**src/rtl/rcg_regs.vh**
```
`ifndef RCG_REGS_VH
`define RCG_REGS_VH
// System control base and register offsets
`define RCG_SYSCTL_BASE      32'h400F_E000
`define RCG_RUN_GATE_OFF     12'h108
`define RCG_SLEEP_GATE_OFF   12'h118
`define RCG_DEEP_GATE_OFF    12'h128
`define RCG_CLK_CFG_OFF      12'h060
`define RCG_INT_STAT_OFF     12'h300
`define RCG_INT_MASK_OFF     12'h304
`define RCG_FAULT_ADDR_OFF   12'h308
// Field positions
`define RCG_USB_BIT          16
`define RCG_DMA_BIT          13
`define RCG_PORT_LSB         0
`define RCG_PORT_MSB         7
`define RCG_ACG_BIT          27
// Writable bits: 16, 13, 7..0
`define RCG_GATE_MASK        32'h0001_20FF
`define RCG_GATE_RESET       32'h0000_0000
`define RCG_CFG_RESET        32'h0000_0000
// Interrupt status fields
`define RCG_IRQ_FAULT_BIT    0
`define RCG_IRQ_CHANGE_BIT   1
`define RCG_IRQ_WIDTH        2
`endif

```
**src/rtl/rcg_run_mode_clock_gate.v**
```verilog
`timescale 1ns/1ps
// Notes on behaviour
// Register sits at offset 0x108 of base
// Set bit clocks unit; clear bit gates it
// Access to unclocked unit raises bus fault
// All enable bits reset to zero
// Bit 16 gates the USB controller
// Bit 13 gates the micro-DMA engine
// Bits 7..0 gate ports H..A
// Reserved bits read zero, ignore writes
// Software preserves reserved bits on updates
// Run register applies while running; others stored
// Auto gating selects sleep registers when sleeping
// Reads show state; writes take effect immediately
`include "rcg_regs.vh"
module rcg_run_mode_clock_gate #(
   parameter NUM_UNITS = 10
) (
   // Clock and reset
   input  wire                 hclk,
   input  wire                 hresetn,
   // AHB-Lite slave
   input  wire                 hsel,
   input  wire [31:0]          haddr,
   input  wire [1:0]           htrans,
   input  wire                 hwrite,
   input  wire [2:0]           hsize,
   input  wire [31:0]          hwdata,
   input  wire                 hready,
   output wire                 hreadyout,
   output wire                 hresp,
   output reg  [31:0]          hrdata,
   // Power state and scan enable
   input  wire                 sleep_req,
   input  wire                 deep_sleep_req,
   input  wire                 scan_enable,
   // Unit access monitor: one strobe per unit, same order as clocks
   input  wire [NUM_UNITS-1:0] unit_access,
   input  wire [31:0]          unit_access_addr,
   // Gated clocks, enables and bus fault
   output wire [NUM_UNITS-1:0] unit_clk,
   output wire [NUM_UNITS-1:0] unit_clk_en,
   output wire                 unit_bus_fault,
   // Interrupt
   output wire                 irq
);
   // Unit order: ports A..H, micro-DMA, USB
   reg  [31:0] run_mode_clock_gate_two_reg;
   reg  [31:0] sleep_mode_clock_gate_two_reg;
   reg  [31:0] deep_sleep_clock_gate_two_reg;
   reg  [31:0] run_mode_clock_config_reg;
   reg  [`RCG_IRQ_WIDTH-1:0] int_stat_reg;
   reg  [`RCG_IRQ_WIDTH-1:0] int_mask_reg;
   reg  [31:0] fault_addr_reg;
   reg         wr_pend_reg;
   reg  [11:0] wr_off_reg;
   reg  [31:0] active_gate;
   wire        xfer;
   wire        auto_clock_gating_select;
   wire [11:0] off;
   wire [NUM_UNITS-1:0] gate_bits;
   wire [NUM_UNITS-1:0] fault_vec;
   wire        fault_evt;
   wire        change_evt;
   wire [`RCG_IRQ_WIDTH-1:0] evt;
   wire [`RCG_IRQ_WIDTH-1:0] w1c;

   assign xfer = hsel & hready & htrans[1];
   assign off  = haddr[11:0];
   // Single-cycle data phase, never an error response
   assign hreadyout = 1'b1;
   assign hresp     = 1'b0;

   assign auto_clock_gating_select = run_mode_clock_config_reg[`RCG_ACG_BIT];

   // Sleep registers only used when auto gating is on
   always @* begin
      active_gate = run_mode_clock_gate_two_reg;
      if (auto_clock_gating_select && deep_sleep_req) begin
         active_gate = deep_sleep_clock_gate_two_reg;
      end else if (auto_clock_gating_select && sleep_req) begin
         active_gate = sleep_mode_clock_gate_two_reg;
      end
   end

   assign gate_bits = {active_gate[`RCG_USB_BIT], active_gate[`RCG_DMA_BIT],
                       active_gate[`RCG_PORT_MSB:`RCG_PORT_LSB]};

   genvar g;
   generate
      for (g = 0; g < NUM_UNITS; g = g + 1) begin : g_unit
         rcg_gate_cell u_gate (
            .clk_in      (hclk),
            .enable      (gate_bits[g]),
            .test_enable (scan_enable),
            .clk_out     (unit_clk[g])
         );
         assign fault_vec[g] = unit_access[g] & ~gate_bits[g];
      end
   endgenerate

   assign unit_clk_en    = gate_bits;
   assign unit_bus_fault = |fault_vec;
   assign fault_evt      = unit_bus_fault;
   assign change_evt     = wr_pend_reg && (wr_off_reg == `RCG_RUN_GATE_OFF) &&
                           (((hwdata & `RCG_GATE_MASK) ^ run_mode_clock_gate_two_reg) != 32'h0000_0000);
   assign evt = {change_evt, fault_evt};
   assign w1c = (wr_pend_reg && wr_off_reg == `RCG_INT_STAT_OFF) ? hwdata[`RCG_IRQ_WIDTH-1:0]
                                                                 : {`RCG_IRQ_WIDTH{1'b0}};
   assign irq = |(int_stat_reg & int_mask_reg);

   // Address phase capture
   always @(posedge hclk or negedge hresetn) begin
      if (!hresetn) begin
         wr_pend_reg <= 1'b0;
         wr_off_reg  <= 12'h000;
      end else begin
         wr_pend_reg <= xfer & hwrite;
         wr_off_reg  <= off;
      end
   end

   // Register writes in the data phase
   always @(posedge hclk or negedge hresetn) begin
      if (!hresetn) begin
         run_mode_clock_gate_two_reg   <= `RCG_GATE_RESET;
         sleep_mode_clock_gate_two_reg <= `RCG_GATE_RESET;
         deep_sleep_clock_gate_two_reg <= `RCG_GATE_RESET;
         run_mode_clock_config_reg     <= `RCG_CFG_RESET;
         int_mask_reg                  <= {`RCG_IRQ_WIDTH{1'b0}};
      end else if (wr_pend_reg) begin
         case (wr_off_reg)
            `RCG_RUN_GATE_OFF:   run_mode_clock_gate_two_reg   <= hwdata & `RCG_GATE_MASK;
            `RCG_SLEEP_GATE_OFF: sleep_mode_clock_gate_two_reg <= hwdata & `RCG_GATE_MASK;
            `RCG_DEEP_GATE_OFF:  deep_sleep_clock_gate_two_reg <= hwdata & `RCG_GATE_MASK;
            `RCG_CLK_CFG_OFF:    run_mode_clock_config_reg     <= hwdata;
            `RCG_INT_MASK_OFF:   int_mask_reg <= hwdata[`RCG_IRQ_WIDTH-1:0];
            default: begin
            end
         endcase
      end
   end

   // Sticky status: a new event beats the clear
   always @(posedge hclk or negedge hresetn) begin
      if (!hresetn) begin
         int_stat_reg   <= {`RCG_IRQ_WIDTH{1'b0}};
         fault_addr_reg <= 32'h0000_0000;
      end else begin
         int_stat_reg <= (int_stat_reg & ~w1c) | evt;
         if (fault_evt) begin
            fault_addr_reg <= unit_access_addr;
         end
      end
   end

   // Read data, registered so hrdata comes from a flop in the data phase
   always @(posedge hclk or negedge hresetn) begin
      if (!hresetn) begin
         hrdata <= 32'h0000_0000;
      end else if (xfer && !hwrite) begin
         case (off)
            // Forward a run gate write still in its data phase so back-to-back reads see it; other offsets read the stored value
            `RCG_RUN_GATE_OFF:   hrdata <= (wr_pend_reg && wr_off_reg == `RCG_RUN_GATE_OFF) ?
                                           (hwdata & `RCG_GATE_MASK) : run_mode_clock_gate_two_reg;
            `RCG_SLEEP_GATE_OFF: hrdata <= sleep_mode_clock_gate_two_reg;
            `RCG_DEEP_GATE_OFF:  hrdata <= deep_sleep_clock_gate_two_reg;
            `RCG_CLK_CFG_OFF:    hrdata <= run_mode_clock_config_reg;
            `RCG_INT_STAT_OFF:   hrdata <= {{(32-`RCG_IRQ_WIDTH){1'b0}}, int_stat_reg};
            `RCG_INT_MASK_OFF:   hrdata <= {{(32-`RCG_IRQ_WIDTH){1'b0}}, int_mask_reg};
            `RCG_FAULT_ADDR_OFF: hrdata <= fault_addr_reg;
            default:             hrdata <= 32'h0000_0000;
         endcase
      end
   end
endmodule // rcg_run_mode_clock_gate

```
**src/rtl/rcg_gate_cell.v**
```verilog
`timescale 1ns/1ps
// Glitch-free clock gate: enable taken on the falling edge
module rcg_gate_cell (
   // Clock
   input  wire clk_in,
   // Control
   input  wire enable,
   input  wire test_enable,
   // Gated clock
   output wire clk_out
);
   reg en_latch;

   // Flop on the low phase instead of a latch, so enable cannot glitch the high phase
   always @(negedge clk_in) begin
      en_latch <= enable | test_enable;
   end

   assign clk_out = clk_in & en_latch;
endmodule // rcg_gate_cell

```
**config.mk**
```make
export PLATFORM = sky130hd
export DESIGN_NAME = rcg_run_mode_clock_gate
export DESIGN_NICKNAME = d
export VERILOG_FILES = /design/src/rtl/rcg_run_mode_clock_gate.v /design/src/rtl/rcg_gate_cell.v
export VERILOG_INCLUDE_DIRS = /design/src /design/src/rtl
export SDC_FILE = /design/constraint.sdc
export NUM_CORES = 1
export LEC_CHECK = 0
export ABC_AREA = 1
export BUFFER_PORTS_ARGS = -buffer_cell sky130_fd_sc_hd__buf_2
export CAP_MARGIN = 20
export CORE_UTILIZATION = 39
export DETAILED_ROUTE_END_ITERATION = 10
export PLACE_DENSITY = 0.63
export SYNTH_ARGS = -nofsm -noshare
export SYNTH_HDL_FRONTEND = slang
export SYNTH_HIERARCHICAL = 1
export SYNTH_SLANG_ARGS = --single-unit
```
**constraint.sdc**
```tcl
create_clock -name hclk -period 2.4 [get_ports hclk]
set_input_delay 0.12 -clock hclk [delete_from_list [all_inputs] [get_ports hclk]]
set_output_delay 0.12 -clock hclk [all_outputs]
set_load 0.005 [all_outputs]
```
**Word-level counts from Yosys, hierarchy flattened**

Cells that the tools add are included.

- Register bits after elaboration: 153
- Logic and storage cells: 101
- Input bits: 119

- Muxes and demuxes: 5
- Eq/ne operators: 13
- Bitwise gates (word level): 48
- Reduce and logical (&&, ||, !) cells: 15

Operators by type and width:

| cell | number |
|---|---|
| one-hot mux 32 bit (7 select lines) | 1 |
| == test 12 x 9 -> 1 bit, second input constant | 6 |
| == test 12 x 10 -> 1 bit, second input constant | 5 |
| 2-to-1 mux 17 bit | 3 |
| nonzero test 32 bit | 1 |
| == test 12 x 7 -> 1 bit, second input constant | 2 |
| AND 1 bit | 23 |
| bitwise XOR 17 bit | 1 |
| NOT 1 bit | 10 |
| OR 1 bit | 10 |
| AND reduction 2 bit | 5 |
| OR reduction 10 bit | 1 |
| logical AND 1 bit | 6 |
| AND 2 bit | 2 |
| 2-to-1 mux 2 bit | 1 |
| NOT 2 bit | 1 |
| OR 2 bit | 1 |
| OR reduction 2 bit | 1 |
| zero test 1 bit | 1 |

**Longest topological paths before layout**

- Depth in word-level cells: 7
- Mapped depth: 12
- Mapped depth without buffers: 10

**By module**

The synthesis kept the hierarchy.

By module, submodules not included:

| module | cells an instance | instances | seq. area each (µm²) | area an instance (µm²) |
|---|---|---|---|---|
| rcg_run_mode_clock_gate | 873 | 1 | 3,578.4 | 7,073.0 |
| rcg_gate_cell | 7 | 10 | 20.0 | 42.5 |

==> summary.md <==
| Metric | Value |
|---|---|
| # setup viols final | `2` |
| Chip Height | `141 um` |
| Distinct cell type count after synthesis | `28` |
| Layout Nets | `between 1000 and 1500` |
| Worst-case register-to-register setup slack | `0.11 ns` |
| Critical setup path kind | `register to output port` |
| Row count | `50` |
| Worst path arrival time | `2.28 ns` |
| Max VDD drop | `between 0.5 and 0.6 mV` |
| Post-synthesis async set-or-reset flop share | `about 93%` |
| Initial drt markers | `~520` |
| Violated checks | `negative setup slack` |
| Remaining design rule violation count | `0` |
| Capture endpoint of the worst hold path | `sleep_mode_clock_gate_two_reg[1]` |
| Startpoint of the most critical register-to-register path | `run_mode_clock_config_reg[27]` |
| Setup TNS | `-0.00302 ns` |
| Global placer's final weighted congestion | `0.797` |
| Hold depth | `3` |
| Start point of the worst hold path | `hwdata[1]` |
| Synthesized Nets | `1062` |
| Remaining global-route overflow | `0` |
| Placed wire-length estimate after detailed placement | `approximately 14 mm` |
| Per-cell via count in the routed design | `4.95` |
| Maximum capacitance violations | `0` |
| Warnings from Yosys | `6` |
| Number of hold violations in the final report | `0` |
| Areal power density over the cells | `around 690 mW/mm^2` |
| Die boundary width | `between 100 and 150 um` |
| Cell type with the largest total area after synthesis | `dfrtp_1` |
| Post-synth EDFFs | `0` |
| First-pass GRT wire length | `between 30 and 40 mm` |
| Wire length per cell after detailed routing | `14.8 um` |
| Unrepaired setup endpoints after global routing | `yes` |
| DIE AREA | `0.0198 mm^2` |
| Number of antenna-violating nets in the routed design | `0` |
| Final WL | `approximately 21 mm` |
| Clock latency at the later pin of the worst-skew pair | `0.57 ns` |
| Share of synthesized area occupied by flip-flops and latches | `around half` |
| Top cells by area, synth | `dfrtp_1, nand2_1, nand3_1` |
| Starting density of the core | `40.0%` |
| Sequential cell area | `0.00378 mm^2` |
| Commonest cells in the synthesized netlist | `nand2_1, dfrtp_1, nand3_1, inv_1, o21ai_0` |
| Top_reg_cell synth | `dfrtp_1` |
| Top cell type's share of synthesized area | `between 40% and 50%` |
| Final setup skew | `0.0474 ns` |
| Capture point of the worst reg-to-reg path | `g_unit[5].u_gate/en_latch` |
| Area added between synthesis and finish | `34.4%` |
| Number of detailed-routing iterations run before antenna repair | `5` |
| Initial antenna violation count | `1` |
| Required time at the worst-slack endpoint | `2.28 ns` |
| Footprint of the multi-input gates | `0.00303 mm^2` |
| Clk pin slew, worst setup/hold paths | `0.06 ns` |
| Core Region | `0.0188 mm^2` |
| Slew headroom | `52.9%` |
| Avg Cell Area, Syn | `around 8.0 um^2` |
| FF-to-FF path depth | `6` |
| CTS tree | `done` |
| Number of placed I/O pins | `175` |
| Vias | `a little over 7000` |
| Leakage Power | `~5.6 nW` |
| Nature of the critical path startpoint | `register` |
| Status | `complete, but fails checks` |
| Post-Synthesis Cell Area | `0.00750 mm^2` |
| Total of flip-flops plus latches after synthesis | `between 150 and 200` |
| Maximum fanout along the worst path | `1` |
| Endpoint kind of the worst setup timing path | `output port` |
| PnR Total Power | `between 6 and 7 mW` |
| Worst Max-Slew Pin Slew | `0.706 ns` |
| Synthesized instance count | `943` |
| Share of layout cells above drive strength 1 | `21.8%` |
| Total count of max-transition violations in the final report | `0` |
| Final worst slack | `-0.00302 ns` |
| Most frequent cell after synthesis | `nand2_1` |
| Global-route usage over all layers | `a little under a quarter` |
| IO buf count | `about 150` |
| Via count of the first global-routing pass | `a little over 7000` |
| Class of the most critical hold timing path | `input port to register` |
| Maximum number of pins on one net before global-route repair | `52` |
| Fill cell instance count of the final layout | `1759` |
[power breakdown]
part / leakage, nW / internal [mW] / switching [mW]
Clock: 0.553 / 2.26 / 1.38
Sequential: 1.70 / 2.66 / 0.0412
Combinational: 3.34 / 0.246 / 0.346
[worst max-delay path: stages (launching register included)]
cell and delay (ns):
dfxtp_2 0.31, nand2_2 0.07, inv_2 0.03, buf_2 0.11
[metrics by stage]
step / util, % / hold slack [ns] / setup slack [ns] / cells / instance area, um^2
2_1_floorplan: - / -0.176 / 0.122 / 943 / 7500
3_3_place_gp: 45.5 / 0.0918 / 0.127 / 1305 / 8540
3_5_place_dp: 45.5 / 0.0883 / 0.0960 / 1305 / 8540
4_1_cts: 53.7 / 0.00554 / 0.000283 / 1420 / 10100
5_1_grt: 53.7 / 0.0359 / -0.0532 / 1421 / 10100
6_report: 53.7 / 0.00951 / -0.00302 / 1421 / 10100
[cell usage in the layout (no fill, tap or decap), types with 12 or more instances in the layout]
| cell | n |
|---|---|
| clkbuf_16 | 23 |
| nand4_1 | 37 |
| nand2_2 | 19 |
| inv_1 | 115 |
| dlygate4sd3_1 | 76 |
| nor2_1 | 29 |
| a21o_1 | 22 |
| o21ai_1 | 12 |
| buf_2 | 147 |
| nand2_1 | 252 |
| a21oi_1 | 22 |
| buf_4 | 28 |
| nand3_1 | 141 |
| dfrtp_1 | 143 |
| o21ai_0 | 44 |
[final cells by class]
| type | instances | area share [%] |
|---|---|---|
| repair buffers | 245 | 17.1 |
| inverters | 99 | 3.69 |
| multi-input cells | 622 | 30.0 |
| flip-flops and latches | 153 | 37.5 |
| clock inverters | 33 | 2.35 |
| clock buffers | 34 | 6.34 |
| well taps | 234 | 2.90 |
| diodes | 1 | 0.0248 |
[metal layers]
| metal | up-vias | part of all wire [%] | wire (um) | global-route usage (%) |
|---|---|---|---|---|
| met2 | 232 | 47 | 10000 | 37.5 |
| met1 | 3267 | 45 | 9460 | 28.5 |
| met5 | - | 0 | 0 | 0 |
| li1 | 3501 | - | - | - |
| met3 | 37 | 5.8 | 1230 | 5.94 |
| met4 | 0 | 1.8 | 376 | 9.55 |
[logic make-up after synthesis]
kind of cell / count (synthesis) / share of synthesized area (%)
other cells: 2 / 0.100
simple gates: 518 / 32.4
buf+inv: 169 / 9.56
compound gates: 101 / 7.53
flops: 153 / 50.4
[timing repair]
action                     CTS  global route
cloned                       1             0
hold endpoints to repair   184             0
buffers inserted             1             0
setup endpoints to repair    5            20
pin swaps                    3             8
hold buffers                76             0
gates resized for setup      0             5
[worst max-delay path by stage]
stage                     cells past startpoint                     startpoint  slack, ns                         to
after floorplan                               8  run_mode_clock_config_reg[27]       0.12  g_unit[0].u_gate/en_latch
after global placement                        6  run_mode_clock_config_reg[27]       0.13  g_unit[8].u_gate/en_latch
after detailed placement                      6  run_mode_clock_config_reg[27]        0.1  g_unit[9].u_gate/en_latch
after CTS                                     3      g_unit[0].u_gate/en_latch     0.0003                unit_clk[0]
after global routing                          3      g_unit[2].u_gate/en_latch      -0.05                unit_clk[2]
final                                         3      g_unit[5].u_gate/en_latch     -0.003                unit_clk[5]
Power figures use the tool's default switching activity.
